File: config.mk
export PLATFORM = sky130hd
export DESIGN_NAME = dtr_demod_regs
export DESIGN_NICKNAME = d
export VERILOG_FILES = /design/src/verilog/dtr_demod_regs.v
export VERILOG_INCLUDE_DIRS = /design/src /design/src/verilog
export SDC_FILE = /design/constraint.sdc
export NUM_CORES = 1
export LEC_CHECK = 0
export BUFFER_PORTS_ARGS = -buffer_cell sky130_fd_sc_hd__buf_2
export CORE_UTILIZATION = 25
export CTS_CLUSTER_SIZE = 20
export DETAILED_ROUTE_END_ITERATION = 8
export PLACE_DENSITY = 0.5
export SLEW_MARGIN = 20
export SYNTH_ARGS = -nofsm -noshare
export SYNTH_HDL_FRONTEND = slang
export SYNTH_SLANG_ARGS = --single-unit
export TNS_END_PERCENT = 1
File: constraint.sdc
create_clock -name CORE_CLK -period 3.2 [get_ports CORE_CLK]
set_input_delay 0.64 -clock CORE_CLK [delete_from_list [all_inputs] [get_ports CORE_CLK]]
set_output_delay 0.64 -clock CORE_CLK [all_outputs]
set_load 0.03 [all_outputs]
File: src/verilog/dtr_tuning_regs.vh
// register offsets, field positions, reset values and timing counts of the tuning bank
`ifndef DTR_TUNING_REGS_VH
`define DTR_TUNING_REGS_VH

`define DTR_OFS_NCO_MID       8'h22
`define DTR_OFS_NCO_LOW       8'h23
`define DTR_OFS_GAIN_HIGH     8'h24
`define DTR_OFS_GAIN_LOW      8'h25
`define DTR_OFS_STRENGTH      8'h26
`define DTR_OFS_CLEAR_LEVEL   8'h27
`define DTR_OFS_ANT_ONE       8'h28
`define DTR_OFS_ANT_TWO       8'h29
`define DTR_OFS_FREQ_LIMIT    8'h2A
`define DTR_OFS_FERR_HIGH     8'h2B
`define DTR_OFS_CNT_HIGH      8'h2C
`define DTR_OFS_CNT_LOW       8'h2D
`define DTR_OFS_IRQ_STATUS    8'hE0
`define DTR_OFS_IRQ_MASK      8'hE1

`define DTR_RST_NCO_MID       8'h00
`define DTR_RST_NCO_LOW       8'hAE
`define DTR_RST_GAIN_HIGH     3'h2
`define DTR_RST_GAIN_LOW      8'h00
`define DTR_RST_STRENGTH      8'h00
`define DTR_RST_CLEAR_LEVEL   8'h1E
`define DTR_RST_ANT           8'h00
`define DTR_RST_FREQ_LIMIT    8'h2A
`define DTR_RST_FERR          10'h0AC
`define DTR_RST_CNT_CTRL      3'h5
`define DTR_RST_CNT_HIGH      3'h4
`define DTR_RST_CNT_LOW       8'h00
`define DTR_RST_IRQ           2'h0

`define DTR_BIT_FREEZE        5
`define DTR_BIT_PEAK          4
`define DTR_BIT_AVG           3
`define DTR_IRQ_CLEAR_CHAN    0
`define DTR_IRQ_FERR_DONE     1
`define DTR_IRQ_WIDTH         2

`define DTR_CLK_PERIOD_NS     50
`define DTR_REF_PERIOD_NS     2000
`define DTR_REF_DIV           (`DTR_REF_PERIOD_NS / `DTR_CLK_PERIOD_NS)

`endif

File: src/verilog/dtr_demod_regs.v
// demodulator tuning and measurement register bank with clear-channel interrupt
//
// The strobed register port was chosen for this implementation.
`include "dtr_tuning_regs.vh"

////////////////////////////////////////////////////////////////////////////////
// What this block and its host do
// RQ1 - hold 20-bit NCO offset bits 15:8 and 7:0, low byte resets to AEh
// RQ2 - host computes NCO offset from data rate and decimation, programs all bits; here only bits 15:0 have registers
// RQ3 - hold 11-bit timing loop gain split 3 plus 8 bits, high resets 02h
// RQ4 - host programs timing loop gain from Manchester, data rate, oversampling, deviation
// RQ5 - present 8-bit read-only signal strength; writes have no effect
// RQ6 - raise clear-channel condition when strength exceeds threshold, threshold resets 1Eh
// RQ7 - report antenna 1 and antenna 2 strength in two read-only registers
// RQ8 - hold 8-bit frequency correction limit, resetting to 2Ah
// RQ9 - expose 10-bit correction result, updated once per reception after sync
// RQ10 - hold 11-bit on-off keying counter split over two registers
// RQ11 - host programs counter from 500 kHz, data rate and Manchester enable
// RQ12 - counter is 11 bits; lower data rates would overflow it
// RQ13 - counter-high bit 5 freezes on-off keying gain control
// RQ14 - bit 4 enables peak detector, bit 3 enables moving-average block
// RQ15 - correction-result high resets 2Bh, counter-high resets 2Ch
// RQ16 - writes to reserved or read-only bits are ignored
module dtr_demod_regs (
    CORE_CLK,
    ARST_N,
    REG_ADDR,
    REG_WDATA,
    REG_WR,
    REG_RD,
    REG_RDATA,
    STRENGTH_IN,
    STRENGTH_VLD,
    ANT_ONE_IN,
    ANT_ONE_VLD,
    ANT_TWO_IN,
    ANT_TWO_VLD,
    RX_START,
    FERR_IN,
    SYNC_FOUND,
    NCO_OFFSET,
    TIMING_GAIN,
    FREQ_LIMIT,
    ONOFF_COUNT,
    ONOFF_TICK,
    ONOFF_AGC_FREEZE,
    PEAK_DET_EN,
    AVG_DET_EN,
    CLEAR_CHANNEL,
    IRQ
);
    input  wire        CORE_CLK;
    input  wire        ARST_N;
    input  wire [7:0]  REG_ADDR;
    input  wire [7:0]  REG_WDATA;
    input  wire        REG_WR;
    input  wire        REG_RD;
    output reg  [7:0]  REG_RDATA;
    input  wire [7:0]  STRENGTH_IN;
    input  wire        STRENGTH_VLD;
    input  wire [7:0]  ANT_ONE_IN;
    input  wire        ANT_ONE_VLD;
    input  wire [7:0]  ANT_TWO_IN;
    input  wire        ANT_TWO_VLD;
    input  wire        RX_START;
    input  wire [9:0]  FERR_IN;
    input  wire        SYNC_FOUND;
    output wire [15:0] NCO_OFFSET;
    output wire [10:0] TIMING_GAIN;
    output wire [7:0]  FREQ_LIMIT;
    output wire [10:0] ONOFF_COUNT;
    output reg         ONOFF_TICK;
    output wire        ONOFF_AGC_FREEZE;
    output wire        PEAK_DET_EN;
    output wire        AVG_DET_EN;
    output reg         CLEAR_CHANNEL;
    output reg         IRQ;

    ////////////////////////////////////////////////////////////////////////////
    // register state

    reg  [7:0]  nco_mid_q;
    reg  [7:0]  nco_low_q;
    reg  [2:0]  gain_high_q;
    reg  [7:0]  gain_low_q;
    reg  [7:0]  strength_q;
    reg  [7:0]  clear_level_q;
    reg  [7:0]  ant_one_q;
    reg  [7:0]  ant_two_q;
    reg  [7:0]  freq_limit_q;
    reg  [9:0]  ferr_q;
    reg         ferr_armed_q;
    reg  [2:0]  cnt_ctrl_q;
    reg  [2:0]  cnt_high_q;
    reg  [7:0]  cnt_low_q;
    reg  [`DTR_IRQ_WIDTH-1:0] irq_status_q;
    reg  [`DTR_IRQ_WIDTH-1:0] irq_mask_q;
    reg  [7:0]  rdata_d;
    reg  [5:0]  ref_cnt_q;
    reg         ref_tick_q;
    reg  [10:0] ook_cnt_q;

    wire        wr_nco_mid;
    wire        wr_nco_low;
    wire        wr_gain_high;
    wire        wr_gain_low;
    wire        wr_clear_level;
    wire        wr_freq_limit;
    wire        wr_cnt_high;
    wire        wr_cnt_low;
    wire        wr_irq_status;
    wire        wr_irq_mask;
    wire        over_level;
    wire        ferr_capture;
    wire [`DTR_IRQ_WIDTH-1:0] irq_event;

    assign wr_nco_mid     = REG_WR && (REG_ADDR == `DTR_OFS_NCO_MID);
    assign wr_nco_low     = REG_WR && (REG_ADDR == `DTR_OFS_NCO_LOW);
    assign wr_gain_high   = REG_WR && (REG_ADDR == `DTR_OFS_GAIN_HIGH);
    assign wr_gain_low    = REG_WR && (REG_ADDR == `DTR_OFS_GAIN_LOW);
    assign wr_clear_level = REG_WR && (REG_ADDR == `DTR_OFS_CLEAR_LEVEL);
    assign wr_freq_limit  = REG_WR && (REG_ADDR == `DTR_OFS_FREQ_LIMIT);
    assign wr_cnt_high    = REG_WR && (REG_ADDR == `DTR_OFS_CNT_HIGH);
    assign wr_cnt_low     = REG_WR && (REG_ADDR == `DTR_OFS_CNT_LOW);
    assign wr_irq_status  = REG_WR && (REG_ADDR == `DTR_OFS_IRQ_STATUS);
    assign wr_irq_mask    = REG_WR && (REG_ADDR == `DTR_OFS_IRQ_MASK);

    ////////////////////////////////////////////////////////////////////////////
    // software-written settings

    always @(posedge CORE_CLK or negedge ARST_N) begin
        if (!ARST_N) begin
            nco_mid_q     <= `DTR_RST_NCO_MID;
            nco_low_q     <= `DTR_RST_NCO_LOW;
            gain_high_q   <= `DTR_RST_GAIN_HIGH;
            gain_low_q    <= `DTR_RST_GAIN_LOW;
            clear_level_q <= `DTR_RST_CLEAR_LEVEL;
            freq_limit_q  <= `DTR_RST_FREQ_LIMIT;
            cnt_ctrl_q    <= `DTR_RST_CNT_CTRL;
            cnt_high_q    <= `DTR_RST_CNT_HIGH;
            cnt_low_q     <= `DTR_RST_CNT_LOW;
            irq_mask_q    <= `DTR_RST_IRQ;
        end else begin
            if (wr_nco_mid) begin
                nco_mid_q <= REG_WDATA;                              // RQ1
            end
            if (wr_nco_low) begin
                nco_low_q <= REG_WDATA;                              // RQ1
            end
            // bits 7:3 are reserved and never stored
            if (wr_gain_high) begin
                gain_high_q <= REG_WDATA[2:0];                       // RQ3 RQ16
            end
            if (wr_gain_low) begin
                gain_low_q <= REG_WDATA;                             // RQ3
            end
            if (wr_clear_level) begin
                clear_level_q <= REG_WDATA;                          // RQ6
            end
            if (wr_freq_limit) begin
                freq_limit_q <= REG_WDATA;                           // RQ8
            end
            // bits 7:6 carry the correction result and are not writable
            if (wr_cnt_high) begin
                cnt_ctrl_q <= REG_WDATA[`DTR_BIT_FREEZE:`DTR_BIT_AVG];  // RQ13 RQ14 RQ16
                cnt_high_q <= REG_WDATA[2:0];                        // RQ10
            end
            if (wr_cnt_low) begin
                cnt_low_q <= REG_WDATA;                              // RQ10
            end
            if (wr_irq_mask) begin
                irq_mask_q <= REG_WDATA[`DTR_IRQ_WIDTH-1:0];
            end
        end
    end

    ////////////////////////////////////////////////////////////////////////////
    // measurements from the demodulator; the bus cannot write any of these

    assign ferr_capture = SYNC_FOUND && ferr_armed_q;

    always @(posedge CORE_CLK or negedge ARST_N) begin
        if (!ARST_N) begin
            strength_q   <= `DTR_RST_STRENGTH;
            ant_one_q    <= `DTR_RST_ANT;
            ant_two_q    <= `DTR_RST_ANT;
            ferr_q       <= `DTR_RST_FERR;
            ferr_armed_q <= 1'b0;
        end else begin
            if (STRENGTH_VLD) begin
                strength_q <= STRENGTH_IN;                           // RQ5
            end
            if (ANT_ONE_VLD) begin
                ant_one_q <= ANT_ONE_IN;                             // RQ7
            end
            if (ANT_TWO_VLD) begin
                ant_two_q <= ANT_TWO_IN;                             // RQ7
            end
            // a second sync in the same reception must not overwrite the result
            if (ferr_capture) begin
                ferr_q <= FERR_IN;                                   // RQ9
            end
            if (RX_START) begin
                ferr_armed_q <= 1'b1;                                // RQ9
            end else if (ferr_capture) begin
                ferr_armed_q <= 1'b0;                                // RQ9
            end
        end
    end

    ////////////////////////////////////////////////////////////////////////////
    // clear-channel detection and interrupt status

    assign over_level = strength_q > clear_level_q;                  // RQ6

    always @(posedge CORE_CLK or negedge ARST_N) begin
        if (!ARST_N) begin
            CLEAR_CHANNEL <= 1'b0;
        end else begin
            CLEAR_CHANNEL <= over_level;                             // RQ6
        end
    end

    // only the rising edge is an event, so a steady strong signal interrupts once
    assign irq_event[`DTR_IRQ_CLEAR_CHAN] = over_level && !CLEAR_CHANNEL;  // RQ6
    assign irq_event[`DTR_IRQ_FERR_DONE]  = ferr_capture;

    genvar gi;
    generate
        for (gi = 0; gi < `DTR_IRQ_WIDTH; gi = gi + 1) begin : g_irq
            // a new event beats a write-one-to-clear in the same cycle
            always @(posedge CORE_CLK or negedge ARST_N) begin
                if (!ARST_N) begin
                    irq_status_q[gi] <= 1'b0;
                end else if (irq_event[gi]) begin
                    irq_status_q[gi] <= 1'b1;
                end else if (wr_irq_status && REG_WDATA[gi]) begin
                    irq_status_q[gi] <= 1'b0;
                end
            end
        end
    endgenerate

    always @(posedge CORE_CLK or negedge ARST_N) begin
        if (!ARST_N) begin
            IRQ <= 1'b0;
        end else begin
            IRQ <= |(irq_status_q & irq_mask_q);
        end
    end

    ////////////////////////////////////////////////////////////////////////////
    // on-off keying bit period counter, stepped by a 500 kHz enable

    always @(posedge CORE_CLK or negedge ARST_N) begin
        if (!ARST_N) begin
            ref_cnt_q  <= 6'h00;
            ref_tick_q <= 1'b0;
        end else if (ref_cnt_q == (`DTR_REF_DIV - 1)) begin
            ref_cnt_q  <= 6'h00;
            ref_tick_q <= 1'b1;
        end else begin
            ref_cnt_q  <= ref_cnt_q + 6'h01;
            ref_tick_q <= 1'b0;
        end
    end

    // 11 bits of 500 kHz ticks bound the slowest bit period; a slower rate wraps
    always @(posedge CORE_CLK or negedge ARST_N) begin
        if (!ARST_N) begin
            ook_cnt_q  <= 11'h000;
            ONOFF_TICK <= 1'b0;
        end else if (ref_tick_q) begin
            if (ook_cnt_q == 11'h000) begin
                ook_cnt_q  <= {cnt_high_q, cnt_low_q};               // RQ10 RQ12
                ONOFF_TICK <= 1'b1;
            end else begin
                ook_cnt_q  <= ook_cnt_q - 11'h001;                   // RQ12
                ONOFF_TICK <= 1'b0;
            end
        end else begin
            ONOFF_TICK <= 1'b0;
        end
    end

    ////////////////////////////////////////////////////////////////////////////
    // settings driven to the demodulator

    assign NCO_OFFSET       = {nco_mid_q, nco_low_q};                // RQ1
    assign TIMING_GAIN      = {gain_high_q, gain_low_q};             // RQ3
    assign FREQ_LIMIT       = freq_limit_q;                          // RQ8
    assign ONOFF_COUNT      = {cnt_high_q, cnt_low_q};               // RQ10
    assign ONOFF_AGC_FREEZE = cnt_ctrl_q[2];                         // RQ13
    assign PEAK_DET_EN      = cnt_ctrl_q[1];                         // RQ14
    assign AVG_DET_EN       = cnt_ctrl_q[0];                         // RQ14

    ////////////////////////////////////////////////////////////////////////////
    // read port: data stand one cycle after the strobe, zero elsewhere

    always @* begin
        rdata_d = 8'h00;
        case (REG_ADDR)
            `DTR_OFS_NCO_MID: begin
                rdata_d = nco_mid_q;
            end
            `DTR_OFS_NCO_LOW: begin
                rdata_d = nco_low_q;
            end
            `DTR_OFS_GAIN_HIGH: begin
                rdata_d = {5'h00, gain_high_q};                      // RQ16
            end
            `DTR_OFS_GAIN_LOW: begin
                rdata_d = gain_low_q;
            end
            `DTR_OFS_STRENGTH: begin
                rdata_d = strength_q;                                // RQ5
            end
            `DTR_OFS_CLEAR_LEVEL: begin
                rdata_d = clear_level_q;
            end
            `DTR_OFS_ANT_ONE: begin
                rdata_d = ant_one_q;                                 // RQ7
            end
            `DTR_OFS_ANT_TWO: begin
                rdata_d = ant_two_q;                                 // RQ7
            end
            `DTR_OFS_FREQ_LIMIT: begin
                rdata_d = freq_limit_q;
            end
            `DTR_OFS_FERR_HIGH: begin
                rdata_d = ferr_q[9:2];                               // RQ9 RQ15
            end
            `DTR_OFS_CNT_HIGH: begin
                rdata_d = {ferr_q[1:0], cnt_ctrl_q, cnt_high_q};     // RQ9 RQ15
            end
            `DTR_OFS_CNT_LOW: begin
                rdata_d = cnt_low_q;
            end
            `DTR_OFS_IRQ_STATUS: begin
                rdata_d = {6'h00, irq_status_q};
            end
            `DTR_OFS_IRQ_MASK: begin
                rdata_d = {6'h00, irq_mask_q};
            end
            default: begin
                rdata_d = 8'h00;
            end
        endcase
    end

    always @(posedge CORE_CLK or negedge ARST_N) begin
        if (!ARST_N) begin
            REG_RDATA <= 8'h00;
        end else if (REG_RD) begin
            REG_RDATA <= rdata_d;
        end else begin
            REG_RDATA <= 8'h00;
        end
    end

endmodule // dtr_demod_regs

==> impl_results.md, run 1 <==
* Outcome: complete, no violations
* Commonest non-fill, non-tap cells in the layout: buf_2 (117), dfrtp_1 (105), mux2_2 (93)
* CP max stage delay at roughly 670 ps
* Drt first pass iters at 5
* Total Power at about 4.4 mW
* Root Driver: clkbuf_16
* Ratio of final minimum period to clock period at ~80%
* CTS clock-pin slew for the worst setup and hold paths at 50 ps
* Worst min-delay path class: in2async
* Maximum root-to-sink buffer count at 2
* Synthesized flop and latch total at 125
* Largest area contributor in the netlist: dfrtp_1
* GR Util met1 at 21.11%
* H-tree levels at 4
* Met2 Resource Use GR at between 20% and 30%
* Hold Vio Cnt, Final at 0
* Total Routing Usage GR at between 10% and 20%
* Final hold slack at a little over 300 ps
* Max FO, Critical Path at 8
* DR vias at ~4,500
* Most common flop cell mapped by yosys: dfrtp_1
* Gr busiest metal: met2
* Critical Path RT at approximately 3500 ps
* Worst Path Arrival at around 2900 ps
* Peak supply drop at about 0.00036 V
* Ranking of synthesized cells by area: dfrtp_1 (44%), mux2_2 (17%), dfstp_2 (8.7%), mux4_2 (2.6%), nand2_1 (2.4%)
* First-pass GRT wire length at ~28,000 um
* Count of cell types in the netlist at 58
* Top reg by flops: ook_cnt_q
* GR met3 Demand/Resource at about 3.6%
* Setup CP Type: in2reg
* PwrDens at around 580 nW/um^2
* Detail Placement HPWL at 13,980 um
* Reg area at about 3200 um^2
* Max cap viols at 0
* Initial drt markers at around 230
* Die ar. at around 25,000 um^2
* Post-synth EDFFs at 0
* Final wirelength at between 15,000 and 20,000 um
* Synth warn at 0
* Rows at 56
* Grt ovf at 0
* # fillers at approximately 2,500
* Max reg flops at 11
* Top cell type's share of synthesized area at 43.55%
* FFs w/ async S/R, synth at between 90% and 100%
* Avg WL per Cell at between 15 and 20 um
* Area of the mapped netlist at between 6000 and 7000 um^2
* Die Span Y at between 150 and 200 um
* Syn Inst Count at 502
* Minimum clock period at 2559 ps
* Cts bufs inserted at 17
* Crit-path cells: buf_2 > or4b_1 > or2_1 > nor3_1 > and2_1 > mux2_2
* Port Buffers at between 100 and 150
* Critical Path Source Type: primary input
* Pins Over Slew Limit at 0
* Clock latency on the worst-skew pair at around 420 ps
* CTS tree: yes
* Post-synthesis sequential area ratio at between 50% and 60%
* Initial Util at between 20% and 30%
* Maximum number of pins on one net before global-route repair at between 60 and 70
* Achievable frequency at slightly below 0.4 GHz
* Setup violators final at 0
* Top Registers: ook_cnt_q: 11 flops, ferr_q: 10 flops
* Resized Gates After CTS at 0
* Pleak at approximately 3.6 nW
* Top-level I/O count at 119
* # nets final at 694
* Clk_skew at between 9 and 10 ps
* Post-route DRC at 0
* Post-CTS Setup Inserts at 0
* RSZ-0062 raised after global routing: no
* Routed Antenna Nets at 0
* Initial antenna violation count at 0
* Slew @ Worst Pin at about 800 ps
* Avg Vias per Cell at approximately 4.7
* Slew HR at between 40% and 50%
* CP Capture Type: flop
* Total negative slack at 0 ps
* Core area at 23,540 um^2
* Layout cells sized above 1 at 44.98%
* Gpl congestion at about 0.84
* Clk sink count at between 100 and 150
* Antenna fix cells at 0
* Syn_nets at about 570
* Cts hold-fix bufs at 0
* R2r setup slk at 800 ps
* Most common cell after layout, fill and taps aside: buf_2
* Die Width at 157.4 um
* P&R area growth vs syn at 26.38%
* CP max stage cell: or4b_1
* Avg Cell Area, Syn at 12.02 um^2
* Multi-input logic area at approximately 2700 um^2
* Vias in the first global route at around 4,600
## path summary, 6_finish.rpt
kind | cells after the start | start | endpoint
max | 6 | REG_ADDR[7] | gain_low_q[4]
min | 1 | ARST_N | clear_level_q[7]
max reg2reg | 6 | ook_cnt_q[0] | ook_cnt_q[1]
min reg2reg | 1 | ref_cnt_q[0] | ref_cnt_q[0]
max in group asynchronous | 2 | ARST_N | gain_high_q[1]
min in group CORE_CLK | 2 | RX_START | ferr_armed_q
## area by class of cell
type	instances	share of cell area, %
multi-input cells	330	35.05
repair buffers	133	9.255
clock buffers	24	6.055
well taps	319	5.235
clock inverters	8	2.166
inverters	18	0.8861
flip-flops and latches	125	41.35
## per-stage QoR
step / instances / util [%] / setup slack (ps) / cell area (um^2)
after global routing: 957 / 32.39 / 556.1 / 7625
after CTS: 957 / 32.39 / 682.4 / 7625
after floorplan: 502 / - / 616.2 / 6033
after global placement: 925 / 29.72 / 324.7 / 6998
final: 957 / 32.39 / 640.7 / 7625
after detailed placement: 925 / 29.72 / 241.7 / 6998
## critical path, delay by kind of cell
family        cells  cell delay (ps)
buf+inv           1              110
simple gates      4             1710
mux               1              390
## report_power, final
part	switching, mW	internal [mW]
combinational	0.325	0.220
sequential	0.0897	1.70
clock	0.668	1.40
total	1.08	3.32
## Yosys cell counts (8+ instances only)
| cell | number |
|---|---|
| clkbuf_1 | 17 |
| mux2i_1 | 13 |
| ha_1 | 10 |
| nor2_1 | 23 |
| inv_1 | 18 |
| a21oi_1 | 12 |
| dfrtp_1 | 105 |
| dfstp_2 | 20 |
| nand3_1 | 9 |
| nand2_1 | 39 |
| mux2_2 | 93 |
| a22oi_1 | 8 |
| o21ai_0 | 22 |
| nor3_1 | 12 |
| nor2b_1 | 8 |
## cells by family (layout without fill, tap and decap cells)
kind of cell	count (synthesis)	after routing	synth area share, %
adder cells (fa/ha/maj)	10	10	2.074
flip-flops	125	125	52.26
XOR/XNOR	3	3	0.4356
buffers and inverters	47	183	3.442
AO/OA/AOI/OAI	82	82	8.918
multiplexers	114	114	22.38
AND/OR/NAND/NOR	121	121	10.49
## layer usage
| metal | vias to the layer above | part of all wire, % |
|---|---|---|
| met4 | 0 | 1.6 |
| met3 | 17 | 5.2 |
| li1 | 2078 | - |
| met1 | 2291 | 47 |
| met2 | 145 | 46 |
| met5 | - | 0 |
Power figures use the tool's default switching activity.
==> inputs of run 2 (changes only) <==
==> constraint.sdc (replaced) <==
create_clock -name CORE_CLK -period 2.4 [get_ports CORE_CLK]
set_input_delay 0.48 -clock CORE_CLK [delete_from_list [all_inputs] [get_ports CORE_CLK]]
set_output_delay 0.48 -clock CORE_CLK [all_outputs]
set_load 0.03 [all_outputs]
==> run 2 against run 1 <==
Against the previous run:
- via count up 1.7%
- clock-buffer cell count decreased by 4
- worst setup slack got worse by 440 ps
- global-route usage up 0.44 points
- clock power is 18% higher
- combinational power is 37% higher
- final area up 1.5%
- clock skew grew 1.6 ps
- critical path depth increased by 1
- register-to-register slack worse by 600 ps
- first-iteration DRC count up 50%
- largest power group unchanged
==> impl_results.md, run 2 (synthesized netlist as in run 1, its figures left out) <==
* Outcome: complete, no violations
* H-tree levels at 4
* Core area at around 24,000 um^2
* Highest Signal Layer: met4
* Critical Path Source Type: flop
* Die Width at 157.4 um
* Clock latency on the worst-skew pair at 420 ps
* Most common cell after layout, fill and taps aside: buf_2
* Total Routing Usage GR at between 10% and 20%
* Vias in the first global route at 4,787
* CTS clock-pin slew for the worst setup and hold paths at 60 ps
* Final hold slack at 9.260 ps
* P&R area growth vs syn at 28.33%
* Detail Placement HPWL at 14,300 um
* RSZ-0062 raised after global routing: no
* Layout cells sized above 1 at between 40% and 50%
* Clk_skew at between 10 and 15 ps
* Minimum clock period at between 2000 and 2500 ps
* Top-level I/O count at ~120
* Max cap viols at 0
* Crit-path cells: inv_1 > ha_1 > or3b_2 > nand2b_1 > nor4_1 > nand2_1 > mux2_2
* DR vias at around 4,600
* Placed Cells incl. Taps at between 900 and 1,000
* # fillers at between 2,000 and 2,500
* Setup violators final at 0
* CP Capture Type: flop
* Peak supply drop at approximately 0.00049 V
* Die ar. at ~25,000 um^2
* Worst Path Arrival at 2500 ps
* Slew HR at between 50% and 60%
* Max reg flops at 11
* Routed Antenna Nets at 0
* CP max stage cell: or3b_2
* CTS tree: yes
* Cts hold-fix bufs at 0
* Maximum number of pins on one net before global-route repair at 69
* Max FO, Critical Path at 4
* PwrDens at roughly 720 nW/um^2
* Grt ovf at 0
* Clk sink count at 125
* Port Buffers at between 100 and 150
* Gpl congestion at roughly 0.85
* Top reg by flops: ook_cnt_q
* Reg area at approximately 3200 um^2
* Initial drt markers at 341
* Top Registers: ook_cnt_q: 11 flops, ferr_q: 10 flops
* Root Driver: clkbuf_16
* Ratio of final minimum period to clock period at around nine tenths
* Initial antenna violation count at 1
* Worst min-delay path class: in2async
* Worst Path Buf+Inv at 1
* Cts bufs inserted at 17
* Pins Over Slew Limit at 0
* Drt first pass iters at 5
* Post-CTS Setup Inserts at 0
* Die Span Y at 157.4 um
* CP max stage delay at about 500 ps
* Maximum root-to-sink buffer count at 2
* Routed met1 length at ~9000 um
* Cell family with most CP delay: simple AND/OR/NAND/NOR gates
* Avg Vias per Cell at approximately 4.7
* Post-route insts no fill at slightly below 1,000
* # nets final at between 700 and 800
* First-pass GRT wire length at approximately 29,000 um
* Commonest non-fill, non-tap cells in the layout: buf_2 (117), dfrtp_1 (105), mux2_2 (93)
* Avg WL per Cell at approximately 19 um
* Hold Vio Cnt, Final at 0
* Resized Gates After CTS at 0
* Initial Util at 25.63%
* Pleak at between 3 and 4 nW
* Setup CP Type: reg2reg
* Met2 WL at ~8500 um
* Final wirelength at between 15,000 and 20,000 um
* Multi-input logic area at 2678 um^2
* Rows at 56
* Critical Path RT at 2700 ps
* Post-route DRC at 0
* Slew @ Worst Pin at between 600 and 700 ps
* Met3 Wirelength at 1110 um
* Achievable frequency at roughly 0.45 GHz
## run 2: worst paths after layout
check | start | endpoint | slack, ps | depth (start not counted)
setup reg to reg | ook_cnt_q[0] | ook_cnt_q[10] | 200 | 7
setup / recovery | ook_cnt_q[0] | ook_cnt_q[10] | 200 | 7
max in group asynchronous | ARST_N | ferr_q[3] | 1600 | 2
hold reg to reg | ref_cnt_q[0] | ref_cnt_q[0] | 460 | 1
hold / removal | ARST_N | nco_mid_q[2] | 9 | 1
min in group CORE_CLK | RX_START | ferr_armed_q | 240 | 2
## run 2: per-layer routing
metal | global-route usage [%] | vias up
met1 | 21.91 | 2321
met4 | 4.947 | 0
li1 | - | 2118
met3 | 3.744 | 15
met2 | 24.65 | 155
met5 | 0 | -
## run 2: cell type report
cell class	count	share of cell area, %
Timing Repair Buffer	150	11.25
Clock buffer	20	5.899
Multi-Input combinational cell	330	34.58
Tap cell	319	5.155
Clock inverter	12	1.487
Inverter	18	0.8727
Sequential cell	125	40.72
Antenna cell	1	0.03232
## run 2: stage by stage
| step | util [%] | instance area (um^2) | total power [mW] | TNS, ps | worst slack, ps |
|---|---|---|---|---|---|
| 2_1_floorplan | - | 6038 | 2.837 | 0 | 19.11 |
| 3_3_place_gp | 30.45 | 7168 | 3.156 | -44.48 | -15.30 |
| 3_5_place_dp | 30.45 | 7168 | 3.176 | -321.4 | -75.34 |
| 4_1_cts | 32.88 | 7740 | 5.655 | 0 | 192.9 |
| 5_1_grt | 32.88 | 7740 | 5.827 | 0 | 42.78 |
| 6_report | 32.89 | 7742 | 5.593 | 0 | 196.7 |
## run 2: where the power goes
part	internal, mW	switching [mW]	total [mW]
Sequential	2.27	0.127	2.39
Clock	1.48	0.970	2.45
Combinational	0.310	0.434	0.745
Total	4.06	1.53	5.59
==> inputs of run 3 (changes only) <==
==> constraint.sdc (replaced) <==
create_clock -name CORE_CLK -period 2.4 [get_ports CORE_CLK]
set_input_delay 0.36 -clock CORE_CLK [delete_from_list [all_inputs] [get_ports CORE_CLK]]
set_output_delay 0.36 -clock CORE_CLK [all_outputs]
set_load 0.03 [all_outputs]
==> run 3 against run 2 <==
Against the previous run:
- flip-flop and latch count stayed put
- clock power hardly changed
- total power is 0.55% lower
- critical path depth stayed put
- fmax is 0.38% lower
- sequential share of layout area is 0.26 points higher
- worst hold slack better by 110 ps
- global-route usage is 0.22 points higher
- final area is 0.63% lower
- clock-buffer cell count is 5 higher
- sequential power hardly changed
- core utilization is 0.21 points lower
- highest routed layer unchanged
==> impl_results.md, run 3 (synthesized netlist as in run 1, its figures left out) <==
* Final hold slack at between 100 and 150 ps
* Top-level I/O count at around 120
* Gpl congestion at ~0.84
* Top reg by flops: ook_cnt_q
* Ratio of final minimum period to clock period at 92.16%
* CTS tree: yes
* Setup violators final at 0
* Layout cells sized above 1 at between 40% and 50%
* CP Capture Type: flop
* Total Routing Usage GR at between 10% and 20%
* Avg WL per Cell at roughly 19 um
* CTS clock-pin slew for the worst setup and hold paths at ~50 ps
* Total negative slack at 0 ps
* Achievable frequency at roughly 0.45 GHz
* PwrDens at approximately 720 nW/um^2
* Core area at 23,540 um^2
* Initial antenna violation count at 0
* Clock latency on the worst-skew pair at approximately 420 ps
* H-tree levels at 4
* Final wirelength at approximately 19,000 um
* Critical Path Source Type: flop
* Detail Placement HPWL at about 14,000 um
* Reg2reg path depth at 7
* Maximum root-to-sink buffer count at 2
* Post-route DRC at 0
* Slew @ Worst Pin at 623.8 ps
* Most common cell after layout, fill and taps aside: buf_2
* Vias in the first global route at 4,862
* Rows at 56
* Worst Path Arrival at ~2500 ps
* First-pass GRT wire length at around 30,000 um
* CP startpoint: ook_cnt_q[0]
* Pleak at 3.668 nW
* Routed Antenna Nets at 0
* Cts bufs inserted at 17
* RSZ-0062 raised after global routing: no
* Max reg flops at 11
* Drt first pass iters at 5
* Total Power at between 5 and 6 mW
* R2r setup slk at 190 ps
* Core Util, Final at about a third
* Initial Util at around a quarter
* Antenna fix cells at 0
* Max FO, Critical Path at 4
* Maximum number of pins on one net before global-route repair at 54
* Reg-to-Reg Start: ook_cnt_q[0]
* Outcome: complete, no violations
* Cts hold-fix bufs at 1
* Worst min-delay path class: in2reg
* Setup CP Type: reg2reg
* Die Span Y at roughly 160 um
* Critical Path RT at 2700 ps
* Top Registers: ook_cnt_q: 11 flops, ferr_q: 10 flops
* # nets final at roughly 710
* Grt ovf at 0
* Die Width at around 160 um
* Clk_skew at about 7.3 ps
* Root Driver: clkbuf_16
* DR vias at around 4,500
* Slew HR at between 50% and 60%
* Max cap viols at 0
* Worst setup path end: ook_cnt_q[10]
* Crit Reg-Reg Endpoint: ook_cnt_q[10]
* Resized Gates After CTS at 0
* Clk sink count at between 100 and 150
* Minimum clock period at 2212 ps
* Port Buffers at between 100 and 150
* Avg Vias per Cell at approximately 4.7
* P&R area growth vs syn at 27.52%
* Pins Over Slew Limit at 0
* Post-CTS Setup Inserts at 0
* Hold Vio Cnt, Final at 0
* Die ar. at roughly 25,000 um^2
* Initial drt markers at 256
* Commonest non-fill, non-tap cells in the layout: buf_2 (117), dfrtp_1 (105), mux2_2 (93)
* Peak supply drop at about 0.00052 V
## run 3: changes by cell type in the layout (fill, tap and decap cells not counted), sizes merged
cell,before,now
clkinvlp,3,1
inv,19,18
clkbuf,20,25
diode,1,0
buf,150,145
clkinv,7,5
dlygate4sd3,0,1
## run 3: routing by layer
layer,global-route usage (%),vias up,wire [um]
met4,6.056,0,422
met2,24.84,138,8423
met5,0,-,0
met3,3.910,28,1040
met1,21.88,2280,8817
li1,-,2103,-
## run 3: worst min-delay path by stage
| stage | cells after the start | slack, ps | endpoint | from |
|---|---|---|---|---|
| 6_report | 2 | 120 | ferr_armed_q | RX_START |
| 3_5_place_dp | 1 | 310 | ferr_q[8] | ARST_N |
| 2_1_floorplan | 0 | 60 | CLEAR_CHANNEL | ARST_N |
| 4_1_cts | 2 | 110 | ferr_armed_q | RX_START |
| 3_3_place_gp | 1 | 300 | ferr_q[8] | ARST_N |
| 5_1_grt | 2 | 120 | ferr_armed_q | RX_START |
## run 3: worst max-delay path: stages, from the launching register on
cell      delay, ps
dfrtp_1         400
inv_1           100
ha_1            160
or3b_2          500
nand2b_1        200
nor4_1          340
nand2_1         110
mux2_2          280
## run 3: metrics by stage
stage	setup slack (ps)	std cells	instance area [um^2]
floorplan	96.22	502	6033
global placement	50.79	937	7126
detailed placement	8.731	937	7126
CTS	181.0	970	7694
global route	51.38	970	7694
finish	188.2	970	7694
## run 3: cell type report
class,instances,area [um^2]
timing repair buffer,146,843.3
tap,319,399.1
clock buffer,25,495.5
fill,2450,15850
inverter,18,67.56
clock inverter,7,62.56
sequential,125,3153
multi-input combinational,330,2673
## run 3: power by group
part | leakage (nW) | total (mW) | internal [mW] | switching, mW
sequential | 1.56 | 2.39 | 2.27 | 0.120
clock | 0.277 | 2.42 | 1.52 | 0.900
combinational | 1.83 | 0.752 | 0.311 | 0.441
total | 3.67 | 5.56 | 4.10 | 1.46
